## config.mk

```make
export PLATFORM = sky130hd
export DESIGN_NAME = csp_serial_ctrl
export DESIGN_NICKNAME = d
export VERILOG_FILES = /design/src/rtl/csp_clkdiv.v /design/src/rtl/csp_fifo.v /design/src/rtl/csp_serial_ctrl.v
export VERILOG_INCLUDE_DIRS = /design/src /design/src/rtl
export SDC_FILE = /design/constraint.sdc
export NUM_CORES = 1
export LEC_CHECK = 0
export BUFFER_PORTS_ARGS = -buffer_cell sky130_fd_sc_hd__buf_2
export CORE_MARGIN = 5
export CORE_UTILIZATION = 30
export CTS_CLUSTER_SIZE = 20
export DETAILED_ROUTE_END_ITERATION = 8
export GPL_TIMING_DRIVEN = 0
export PLACE_DENSITY_LB_ADDON = 0.3
export SETUP_SLACK_MARGIN = 0.05
export SYNTH_ARGS = -nofsm -noshare
export SYNTH_HDL_FRONTEND = slang
export SYNTH_SLANG_ARGS = --single-unit
```

## constraint.sdc

```tcl
create_clock -name clock -period 10.2 [get_ports clock]
set_input_delay 3.06 -clock clock [delete_from_list [all_inputs] [get_ports clock]]
set_output_delay 3.06 -clock clock [all_outputs]
set_load 0.05 [all_outputs]
```

## src/rtl/csp_regs.vh

```
`ifndef CSP_REGS_VH
`define CSP_REGS_VH

// =========================================
// register addresses on the internal bus
`define CSP_MODE_CH0 16'hff80
`define CSP_CLKSEL_CH0 16'hff81
`define CSP_SHIFT_CH0 16'hff82
`define CSP_TXBUF_CH0 16'hff83
`define CSP_MODE_CH1 16'hff88
`define CSP_CLKSEL_CH1 16'hff89
`define CSP_SHIFT_CH1 16'hff8a
`define CSP_TXBUF_CH1 16'hff8b

// =========================================
// mode register fields
`define CSP_MODE_ENABLE 7
`define CSP_MODE_TXRX 6
`define CSP_MODE_SS_USE 5
`define CSP_MODE_DIR 4
`define CSP_MODE_ACTIVE 0

// =========================================
// clock selection register fields
`define CSP_CLK_POL 4
`define CSP_CLK_PHASE 3
`define CSP_CLK_SEL_HI 2
`define CSP_CLK_SEL_LO 0
`define CSP_CLK_SLAVE 3'h7

// =========================================
// reset values and counts
`define CSP_RESET_VAL 8'h00
`define CSP_BITS_LAST 3'h7
`define CSP_FIFO_DEPTH 16
`define CSP_FIFO_AW 4

`endif

```

## src/rtl/csp_clkdiv.v

```verilog
`timescale 1ns/1ps
`include "csp_regs.vh"

// =========================================
// half-period tick for the master serial clock
module csp_clkdiv (
	input wire clock,
	input wire rst,
	input wire run,
	input wire [2:0] code,
	output wire half_tick
);
	reg [5:0] cnt;
	reg [5:0] limit;

	// code k gives a serial clock of clock/2^(k+1), so a half period of 2^k cycles
	always @* begin
		case (code)
			3'h0: limit = 6'h00;
			3'h1: limit = 6'h01;
			3'h2: limit = 6'h03;
			3'h3: limit = 6'h07;
			3'h4: limit = 6'h0f;
			3'h5: limit = 6'h1f;
			3'h6: limit = 6'h3f;
			default: limit = 6'h00;
		endcase
	end

	assign half_tick = run && (cnt == limit);

	// counter restarts with each transfer so the first edge is a full half period away
	always @(posedge clock) begin
		if (rst || !run || half_tick) begin
			cnt <= 6'h00;
		end else begin
			cnt <= cnt + 6'h01;
		end
	end
endmodule // csp_clkdiv

```

## src/rtl/csp_fifo.v

```verilog
`timescale 1ns/1ps

// =========================================
// synchronous fifo with valid/ready on both sides
module csp_fifo #(
	parameter WIDTH = 8,
	parameter DEPTH = 16,
	parameter AW = 4
) (
	input wire clock,
	input wire rst,
	input wire in_valid,
	output wire in_ready,
	input wire [WIDTH-1:0] in_data,
	output wire out_valid,
	input wire out_ready,
	output wire [WIDTH-1:0] out_data
);
	reg [WIDTH-1:0] mem [0:DEPTH-1];
	reg [AW-1:0] wr_ptr;
	reg [AW-1:0] rd_ptr;
	reg [AW:0] count;
	wire push;
	wire pop;
	// occupancy at which the fifo refuses a push, sized to the counter
	localparam [AW:0] FULL_COUNT = DEPTH;

	assign in_ready = (count != FULL_COUNT);
	assign out_valid = (count != {(AW+1){1'b0}});
	assign out_data = mem[rd_ptr];
	assign push = in_valid && in_ready;
	assign pop = out_valid && out_ready;

	// storage has no reset; only the pointers and the count need a defined value
	always @(posedge clock) begin
		if (push) begin
			mem[wr_ptr] <= in_data;
		end
	end

	// pointer and occupancy bookkeeping
	always @(posedge clock) begin
		if (rst) begin
			wr_ptr <= {AW{1'b0}};
			rd_ptr <= {AW{1'b0}};
			count <= {(AW+1){1'b0}};
		end else begin
			if (push) begin
				wr_ptr <= wr_ptr + {{(AW-1){1'b0}}, 1'b1};
			end
			if (pop) begin
				rd_ptr <= rd_ptr + {{(AW-1){1'b0}}, 1'b1};
			end
			if (push && !pop) begin
				count <= count + {{AW{1'b0}}, 1'b1};
			end else if (pop && !push) begin
				count <= count - {{AW{1'b0}}, 1'b1};
			end
		end
	end
endmodule // csp_fifo

```

## src/rtl/csp_serial_ctrl.v

```verilog
`timescale 1ns/1ps
`include "csp_regs.vh"

module csp_serial_ctrl (
	input wire clock,
	input wire rst,
	input wire [15:0] bus_addr,
	input wire bus_wr,
	input wire [7:0] bus_wdata,
	input wire bus_bit_wr,
	input wire [2:0] bus_bit_sel,
	input wire bus_bit_val,
	input wire bus_rd,
	output reg [7:0] bus_rdata,
	input wire [1:0] sck_in,
	output wire [1:0] sck_out,
	output wire [1:0] sck_oe_n,
	input wire [1:0] si,
	output wire [1:0] so,
	input wire slave_select_in_n,
	output wire [15:0] rx_data,
	output wire [1:0] rx_valid,
	input wire [1:0] rx_ready
);
	// =========================================
	// helpers

	// merge a byte write or a single-bit write into the old value
	function [7:0] merge_write;
		input [7:0] old;
		input byte_wr;
		input [7:0] wdata;
		input bit_wr;
		input [2:0] sel;
		input val;
		reg [7:0] tmp;
		begin
			tmp = old;
			if (byte_wr) begin
				tmp = wdata;
			end else if (bit_wr) begin
				tmp[sel] = val;
			end
			merge_write = tmp;
		end
	endfunction

	// bit that goes out next for the chosen order
	function out_bit;
		input [7:0] sh;
		input lsb_first;
		begin
			out_bit = lsb_first ? sh[0] : sh[7];
		end
	endfunction

	// shift one received bit in, moving out the bit just sent
	function [7:0] shift_in;
		input [7:0] sh;
		input lsb_first;
		input din;
		begin
			shift_in = lsb_first ? {din, sh[7:1]} : {sh[6:0], din};
		end
	endfunction

	// address match, shared by every register strobe of both channels
	function addr_hit;
		input [15:0] addr;
		input [15:0] base;
		begin
			addr_hit = (addr == base);
		end
	endfunction

	// =========================================
	// frame timing
	// a master frame is sixteen half periods of 2^code cycles each
	// the first clock change comes one full half period after the start
	// phase 0 puts the first bit out at the start and samples on leading edges
	// phase 1 moves data on leading edges and samples on trailing ones
	// the polarity bit doubles as the idle level of the driven clock
	// and so is also what an enabled master drives on the clock pin between frames
	// the busy flag drops on the eighth trailing edge
	// the received byte reaches the fifo one cycle after that
	// a slave sees edges by comparing the pin with its last sample,
	// so each clock level must last at least one cycle
	// clearing enable ends a frame at the next edge and empties the fifo;
	// this is a synchronous stand-in for an immediate channel reset
	// software must leave mode and clock fields alone while busy,
	// since a changed phase or order mid-frame would corrupt the byte
	// a full fifo holds off new starts, but a start while the last byte's push is still pending is not held off and can drop data
	// receive-only reception begins with a read of the shift register,
	// which returns the byte of the previous frame
	// the data pin is held low in receive-only mode and while disabled
	// the clock pin is driven only by an enabled master, else it is an input
	// channel 0 has no slave select, so its select-use bit reads zero

	// =========================================
	// per-channel state, gathered for the read mux
	wire [7:0] mode_rd [0:1];
	wire [7:0] clk_rd [0:1];
	wire [7:0] shift_rd [0:1];
	wire [7:0] txbuf_rd [0:1];

	genvar i;
	generate
		for (i = 0; i < 2; i = i + 1) begin : g_ch
			localparam [15:0] A_MODE = (i == 0) ? `CSP_MODE_CH0 : `CSP_MODE_CH1;
			localparam [15:0] A_CLK = (i == 0) ? `CSP_CLKSEL_CH0 : `CSP_CLKSEL_CH1;
			localparam [15:0] A_SHIFT = (i == 0) ? `CSP_SHIFT_CH0 : `CSP_SHIFT_CH1;
			localparam [15:0] A_TXBUF = (i == 0) ? `CSP_TXBUF_CH0 : `CSP_TXBUF_CH1;
			localparam HAS_SS = (i == 1);

			reg enable;
			reg txrx_mode;
			reg slave_select_use;
			reg bit_order;
			reg clock_polarity;
			reg data_phase;
			reg [2:0] clock_select;
			reg [7:0] transmit_buffer;
			reg [7:0] shift_reg;
			reg active;
			reg [2:0] bit_cnt;
			reg sample_bit;
			reg sck_drive;
			reg sck_prev;
			reg so_bit;
			wire [7:0] mode_val;
			wire [7:0] clk_val;
			wire [7:0] mode_next;
			wire [7:0] clk_next;
			wire wr_mode;
			wire wr_clk;
			wire wr_txbuf;
			wire rd_shift;
			wire slave;
			wire ss_ok;
			wire start;
			wire half_tick;
			wire lead_edge;
			wire trail_edge;
			wire sck_left_idle;
			wire sck_back_idle;
			wire [7:0] next_shift;
			wire fifo_in_ready;
			reg push;

			assign mode_val = {enable, txrx_mode, slave_select_use, bit_order, 3'h0, active};
			assign clk_val = {3'h0, clock_polarity, data_phase, clock_select};
			assign wr_mode = (bus_wr || bus_bit_wr) && addr_hit(bus_addr, A_MODE);
			assign wr_clk = (bus_wr || bus_bit_wr) && addr_hit(bus_addr, A_CLK);
			assign wr_txbuf = bus_wr && addr_hit(bus_addr, A_TXBUF);
			assign rd_shift = bus_rd && addr_hit(bus_addr, A_SHIFT);
			assign mode_next = merge_write(mode_val, bus_wr, bus_wdata, bus_bit_wr,
				bus_bit_sel, bus_bit_val);
			assign clk_next = merge_write(clk_val, bus_wr, bus_wdata, bus_bit_wr,
				bus_bit_sel, bus_bit_val);

			// =========================================
			// control registers; the active flag is not writable
			always @(posedge clock) begin
				if (rst) begin
					enable <= 1'b0;
					txrx_mode <= 1'b0;
					slave_select_use <= 1'b0;
					bit_order <= 1'b0;
					clock_polarity <= 1'b0;
					data_phase <= 1'b0;
					clock_select <= 3'h0;
					transmit_buffer <= `CSP_RESET_VAL;
				end else begin
					if (wr_mode) begin
						enable <= mode_next[`CSP_MODE_ENABLE];
						txrx_mode <= mode_next[`CSP_MODE_TXRX];
						// channel 0 has no slave select, so bit 5 stays zero there
						slave_select_use <= HAS_SS ? mode_next[`CSP_MODE_SS_USE] : 1'b0;
						bit_order <= mode_next[`CSP_MODE_DIR];
					end
					if (wr_clk) begin
						clock_polarity <= clk_next[`CSP_CLK_POL];
						data_phase <= clk_next[`CSP_CLK_PHASE];
						clock_select <= clk_next[`CSP_CLK_SEL_HI:`CSP_CLK_SEL_LO];
					end
					if (wr_txbuf && !active) begin
						transmit_buffer <= bus_wdata;
					end
				end
			end

			// =========================================
			// start decode
			assign slave = (clock_select == `CSP_CLK_SLAVE);
			assign ss_ok = !(HAS_SS && slave && slave_select_use) || !slave_select_in_n;
			// a new byte waits for room in the fifo count, which leaves out a push still pending, so the drain side stalls the port
			assign start = enable && !active && fifo_in_ready && ss_ok &&
				((txrx_mode && wr_txbuf) || (!txrx_mode && rd_shift));

			csp_clkdiv u_div (
				.clock(clock),
				.rst(rst),
				.run(active && !slave),
				.code(clock_select),
				.half_tick(half_tick)
			);

			// slave edge detect; the pin is sampled once per cycle
			assign sck_left_idle = (sck_prev == clock_polarity) && (sck_in[i] != clock_polarity);
			assign sck_back_idle = (sck_prev != clock_polarity) && (sck_in[i] == clock_polarity);
			// leading edge leaves the idle level, trailing edge returns to it
			assign lead_edge = active && (slave ?
				sck_left_idle :
				(half_tick && sck_drive == clock_polarity));
			assign trail_edge = active && (slave ?
				sck_back_idle :
				(half_tick && sck_drive != clock_polarity));
			// phase 0 samples on the leading edge, phase 1 on the trailing one
			assign next_shift = shift_in(shift_reg, bit_order,
				data_phase ? si[i] : sample_bit);

			// =========================================
			// shift engine; disable acts as a synchronous channel reset at the next clock edge
			always @(posedge clock) begin
				push <= 1'b0;
				sck_prev <= sck_in[i];
				if (rst || !enable) begin
					active <= 1'b0;
					shift_reg <= `CSP_RESET_VAL;
					bit_cnt <= 3'h0;
					sample_bit <= 1'b0;
					sck_drive <= clock_polarity;
					so_bit <= 1'b0;
				end else if (start) begin
					active <= 1'b1;
					bit_cnt <= 3'h0;
					sck_drive <= clock_polarity;
					if (txrx_mode) begin
						shift_reg <= bus_wdata;
						so_bit <= data_phase ? so_bit : out_bit(bus_wdata, bit_order);
					end else begin
						shift_reg <= shift_reg;
						so_bit <= 1'b0;
					end
				end else if (active) begin
					if (half_tick && !slave) begin
						sck_drive <= !sck_drive;
					end
					if (lead_edge) begin
						if (data_phase) begin
							so_bit <= out_bit(shift_reg, bit_order);
						end else begin
							sample_bit <= si[i];
						end
					end
					if (trail_edge) begin
						shift_reg <= next_shift;
						if (!data_phase) begin
							so_bit <= out_bit(next_shift, bit_order);
						end
						bit_cnt <= bit_cnt + 3'h1;
						if (bit_cnt == `CSP_BITS_LAST) begin
							active <= 1'b0;
							push <= 1'b1;
						end
					end
				end else begin
					sck_drive <= clock_polarity;
				end
			end

			// received bytes go to the fifo one cycle after the last edge
			csp_fifo #(
				.WIDTH(8),
				.DEPTH(`CSP_FIFO_DEPTH),
				.AW(`CSP_FIFO_AW)
			) u_fifo (
				.clock(clock),
				.rst(rst || !enable),
				.in_valid(push),
				.in_ready(fifo_in_ready),
				.in_data(shift_reg),
				.out_valid(rx_valid[i]),
				.out_ready(rx_ready[i]),
				.out_data(rx_data[8*i+7:8*i])
			);

			// =========================================
			// pins: data out is low in receive-only mode and while disabled
			assign so[i] = so_bit && txrx_mode && enable;
			assign sck_out[i] = sck_drive;
			// the clock pin is driven only by an enabled master
			assign sck_oe_n[i] = !(enable && !slave);

			assign mode_rd[i] = mode_val;
			assign clk_rd[i] = clk_val;
			assign shift_rd[i] = shift_reg;
			assign txbuf_rd[i] = transmit_buffer;
		end
	endgenerate

	// =========================================
	// registered read port; unmapped addresses read zero
	always @(posedge clock) begin
		if (rst) begin
			bus_rdata <= 8'h00;
		end else if (bus_rd) begin
			case (bus_addr)
				`CSP_MODE_CH0: bus_rdata <= mode_rd[0];
				`CSP_CLKSEL_CH0: bus_rdata <= clk_rd[0];
				`CSP_SHIFT_CH0: bus_rdata <= shift_rd[0];
				`CSP_TXBUF_CH0: bus_rdata <= txbuf_rd[0];
				`CSP_MODE_CH1: bus_rdata <= mode_rd[1];
				`CSP_CLKSEL_CH1: bus_rdata <= clk_rd[1];
				`CSP_SHIFT_CH1: bus_rdata <= shift_rd[1];
				`CSP_TXBUF_CH1: bus_rdata <= txbuf_rd[1];
				default: bus_rdata <= 8'h00;
			endcase
		end
	end
endmodule // csp_serial_ctrl

```

# Word level (Yosys, flattened, before mapping)
# Memory sizes are Yosys's and may differ from the RTL's. A register that Yosys moved wholly into a read port is not among the register bits.
# Cells that the tools add are included.
[op_classes]
n_reduce_logical = 110
n_addsub = 12
n_mux = 85
n_lt_le_gt_ge = 2
n_eq_ne = 46
bitwise_logic = 8
[op_table]
columns = ["operator", "n"]
rows = [
  ["equality test 16 bit (second input constant)", 8],
  ["2-to-1 mux 8 bit", 14],
  ["case mux 6 bit (6 select lines)", 2],
  ["case mux 8 bit (8 select lines)", 1],
  ["logical AND 1 bit", 55],
  ["2-to-1 mux 1 bit", 51],
  ["2-to-1 mux 5 bit", 8],
  ["bitwise mux 8 bit", 4],
  ["equality test 3 bit (second input constant)", 10],
  ["zero test 1 bit", 20],
  ["adder 4 x 1 -> 4 bit (second input constant)", 4],
  ["2-to-1 mux 4 bit", 4],
  ["AND reduction 2 bit", 8],
  ["nonzero test 2 bit", 7],
  ["adder 6 x 1 -> 6 bit (second input constant)", 2],
  ["equality test 3 x 2 -> 1 bit (second input constant)", 4],
  ["equality test 6 bit", 2],
  ["adder 5 x 1 -> 5 bit (second input constant)", 2],
  ["logical OR 1 bit", 10],
  ["!= test 5 bit (second input constant)", 2],
  ["nonzero test 5 bit", 2],
  ["subtractor 5 x 1 -> 5 bit (second input constant)", 2],
  ["!= test 4 x 1 -> 1 bit (second input constant)", 2],
  ["NOT 1 bit", 8],
  ["other kinds (13)", 31],
]
[word_totals]
mem_count = 2
ff_bits = 113
output_inout_bits = 32
mem_bits_rw = 256
elab_cells = 305
[mem_list]
columns = ["memory", "depth", "word_bits", "rd", "rd_clocked_by_memory_dff", "write_ports", "line", "source"]
rows = [
  ["g_ch[0].u_fifo.mem", 16, 8, 1, 1, 1, "csp_fifo.v:19", "reg [WIDTH-1:0] mem [0:DEPTH-1];"],
  ["g_ch[1].u_fifo.mem", 16, 8, 1, 1, 1, "csp_fifo.v:19", ""],
]

# Logic depth before layout (Yosys ltp)
[logic_depth]
ltp_word = 12
mapped_depth = 14
ltp_nobuf = 13

# By module
# From an unflattened synthesis, not the netlist that was laid out.
[hier_totals]
hier_cells = 1236
hier_area_um2 = 16806.1
[modules_own_cells]
columns = ["module", "area_per_inst_um2", "instances", "cells_per_inst", "seq_area_each_um2"]
rows = [
  ["csp_fifo (g_ch[0].u_fifo)", 5769.3, 1, 309, 4184.0],
  ["csp_fifo (g_ch[1].u_fifo)", 5761.8, 1, 311, 4184.0],
  ["csp_serial_ctrl", 4326.6, 1, 514, 1521.5],
  ["csp_clkdiv", 474.2, 2, 51, 120.1],
]

# Least setup slack after synthesis
# Ideal clock, no wire load.
[synth_path]
path_type = "input to register"
startpoint = "input port bus_addr[5]"
endpoint = "register g_ch[0].shift_reg[6]"
setup_time_ns = 0.131
cell_stages = 7
arrival_time_ns = 5.302
required_time_ns = 10.069
setup_slack_ns = 4.767
cell_sequence = "or4b_4 -> or4_4 -> a2111oi_4 -> buf_6 -> mux2_4 -> o21ai_2 -> a21oi_2"
[synth_via]
elab_chain_cells = 7
elab_cells_between_ends = 13
classes_between = "eq/ne: 3; mux: 1; reduce/logical: 9"
[synth_lines]
columns = ["item", "line", "source"]
rows = [
  ["start, declared", "csp_serial_ctrl.v:7", "input wire [15:0] bus_addr,"],
  ["equality test 16 bit", "csp_serial_ctrl.v:72", "addr_hit = (addr == base);"],
  ["logical AND 1 bit, on equally long branches", "csp_serial_ctrl.v:154, csp_serial_ctrl.v:155", ""],
  ["logical AND 1 bit", "csp_serial_ctrl.v:198", "((txrx_mode && wr_txbuf) || (!txrx_mode && rd_shift));"],
  ["logical OR 1 bit (*)", "csp_serial_ctrl.v:198", ""],
  ["logical AND 1 bit (*)", "csp_serial_ctrl.v:197", "assign start = enable && !active && fifo_in_ready && ss_ok &&"],
  ["!= test 2 bit (no source line) or nonzero test 2 bit (tied branches)", "--", ""],
  ["AND reduction 3 bit (no source line)", "--", ""],
  ["end signal, assigned", "csp_serial_ctrl.v:229", "shift_reg <= `CSP_RESET_VAL;"],
  ["end signal, assigned", "csp_serial_ctrl.v:239", "shift_reg <= bus_wdata;"],
  ["end signal, assigned", "csp_serial_ctrl.v:242", "shift_reg <= shift_reg;"],
  ["end, declared", "csp_serial_ctrl.v:123", "reg [7:0] shift_reg;"],
]
# Mark *: on every way between the ends. The rest lies on a longest branch, timed or not.
# A chain may end at the register's enable or synchronous reset.

==> impl_metrics.ini <==
[pwr]
power_frac_seq_pct = 52.2
intPower_uw = 2440
pwr-share-comb_pct = 1.7
ir_worst_vdd_v = 0.0000943
leakage_uw = 0.00564
switchingPower_uw = 655
power_uw = 3090
power_density_mw_per_mm2 = 161
clkPwrFrac_pct = 46.1
swShare_pct = 21.2

[clock_tree]
path_clk_slew_ns = 0.06
cts_setup_buffers = 0
clkLatencyLatePin_ns = 0.57
cts_hold_buf = 0
cts_root_buf = clkbuf_16
cts_buffers = 41
cts_tree = built
post_cts_resized = 0
cts_sinks = 377
h-tree-depth = 2
clockBufferDepth = 3

[timing]
fin_crit_sh_pct = 62.7
slew_viol_final = 0
final-hold-violation-count = 0
finalSetupViolCount = 0
min_period_ns = 6.39
max_freq_mhz = 156
worstMarginPinSlew_ns = 1.43
slew_headroom_pct = 3.79
rsz0062_at_grt = false
setup-tns-final_ns = 0
skew_ns = 0.0158

[min_path]
whs_path_depth = 2
min_path_type = reg -> reg

[final_layout]
largest_reg_flops = 256
area_growth_pct = 15.5
antenna_cells = 0
filler_cell_count = 5395
utilization_pct = 34.9
drive_gt1_share_pct = 18.1
num-nets-final = 1413
multi_input_area_mm2 = 0.00614
seq_area_mm2 = 0.0101

[status]
status = finished, final reports clean

[floorplan]
io_pins = 72
fp-row-count = 86
die_h_um = 246
dieArea_mm2 = 0.0604
start_util_pct = 30.3
core_mm2 = 0.0551
die_x_um = 246

[placed_design]
finalWeightedCongestion = 0.845
portBuffers = 67
dp_hpwl_um = 28000

[setup_path]
max_stage_delay_ns = 0.72
rr_worst_depth = 13
endpoint_kind = output pin
path_common_cell = mux4_2
cp-start-kind = flop
slowest_stage = buf_1
path_class = reg -> out
required_ns = 7.14
path_cells = clkbuf_1 > buf_1 > mux4_2 > mux4_2 > buf_2
worstPathMaxFanout = 10
worstPathArrival_ns = 3.33

[yosys]
seq_area_frac_synth_pct = 60.8
syn_inst = 1236
ys_top_cells_by_count = edfxtp_1 (258), nor2_1 (137), dfxtp_1 (119)
synth_top_cell_by_area = edfxtp_1
async_reset_ff_share_pct = 0
syn_nets = 1302
avgSynthCellArea_um2 = 13.5
synth-seq-cells = 377
yosys.area.top_type_share_pct = 46.5
yosys_warnings = 0
synth_cell_type_count = 74
synth_edf_count = 258
synth.most_common_cell = edfxtp_1
netlist_area_mm2 = 0.0167
ys_top_cells_by_area = edfxtp_1 (46%), dfxtp_1 (14%), mux4_2 (11%)
synthFlopType = edfxtp_1

[detailed_routing]
drc_errors = 0
first_pass_iters = 6
ant_nets = 0
via_count = 10500
wl_um = 41000
drt_iter0_markers = 762
via_per_inst = 4.92
wl_per_cell_um = 19.3

[global_route]
grt_pass1_vias = 10600
antenna_found_initial = 1
grt_pass1_wl_um = 63600
grt_max_degree = 22
overflow = 0
grt_usage_pct = 13.6

[flow_run]
max_cap_viol_count = 0
metal layers:
layer  routed length (µm)  up-vias  track usage [%]
met5                   13        -                0
li1                     -     4923                -
met1                18600     5210             18.4
met4                 1000        2             3.86
met3                 1760       65             2.36
met2                19700      268             22.6
cells in the final DEF (no fill, tap or decap), types with 24 or more instances in the layout:
cell type  instances
a21oi_1           59
buf_2             70
clkbuf_1          66
clkbuf_16         41
dfxtp_1          119
edfxtp_1         258
ha_1              24
inv_1             26
mux2i_1           46
mux4_2            83
nand2_1           85
nand3_1           24
nor2_1           137
o21ai_0           36
area by class of cell:
class	count	area share, %
buffer	77	1.70
clock buffer	58	5.66
clock inverter	18	0.956
inverter	26	0.507
multi-input combinational	756	31.9
sequential	377	52.6
tap	748	4.86
timing repair buffer	68	1.78
power groups by stage:
stage	combinational, µW	sequential, µW	clock [µW]
floorplan	21.7	1650	0
global placement	51.6	1650	0
detailed placement	51.7	1650	0
CTS	51.9	1620	1460
global route	55.7	1620	1530
finish	51.7	1620	1430
worst max-delay path, delay by kind of cell (launching register included):
family / cells / cell delay, ns
buf+inv: 3 / 1.25
mux: 2 / 1.20
flops: 1 / 0.31
through the flow:
stage / area [µm²] / instances / setup slack, ns / hold slack [ns]
after floorplan: 16700 / 1236 / 4.77 / 0.434
after global routing: 19200 / 2128 / 3.57 / 0.479
final: 19200 / 2128 / 3.81 / 0.458
after detailed placement: 18000 / 2052 / 4.31 / 0.454
after global placement: 17900 / 2051 / 4.33 / 0.448
after CTS: 19200 / 2128 / 3.67 / 0.462
logic make-up after synthesis:
kind of cell / count (synthesis) / share of synthesized area, %
and+or+nand+nor: 367 / 10.6
muxes: 149 / 15.4
xor gates and xnor gates: 34 / 1.79
buffers and inverters: 103 / 2.54
AOI/OAI and AO/OA: 180 / 6.91
adders and majority gates: 26 / 2.04
DFF: 377 / 60.8
path summary, 6_finish.rpt:
kind                                 from                       to  slack [ns]
setup / recovery                     flop               rx_data[1]        3.81
hold / removal         g_ch[1].sample_bit       g_ch[1].sample_bit        0.46
setup reg to reg  g_ch[0].u_fifo.count[0]  g_ch[0].u_fifo.count[4]        6.56
hold reg to reg        g_ch[1].sample_bit       g_ch[1].sample_bit        0.46
No activity file was read; power rests on OpenSTA's default activity.
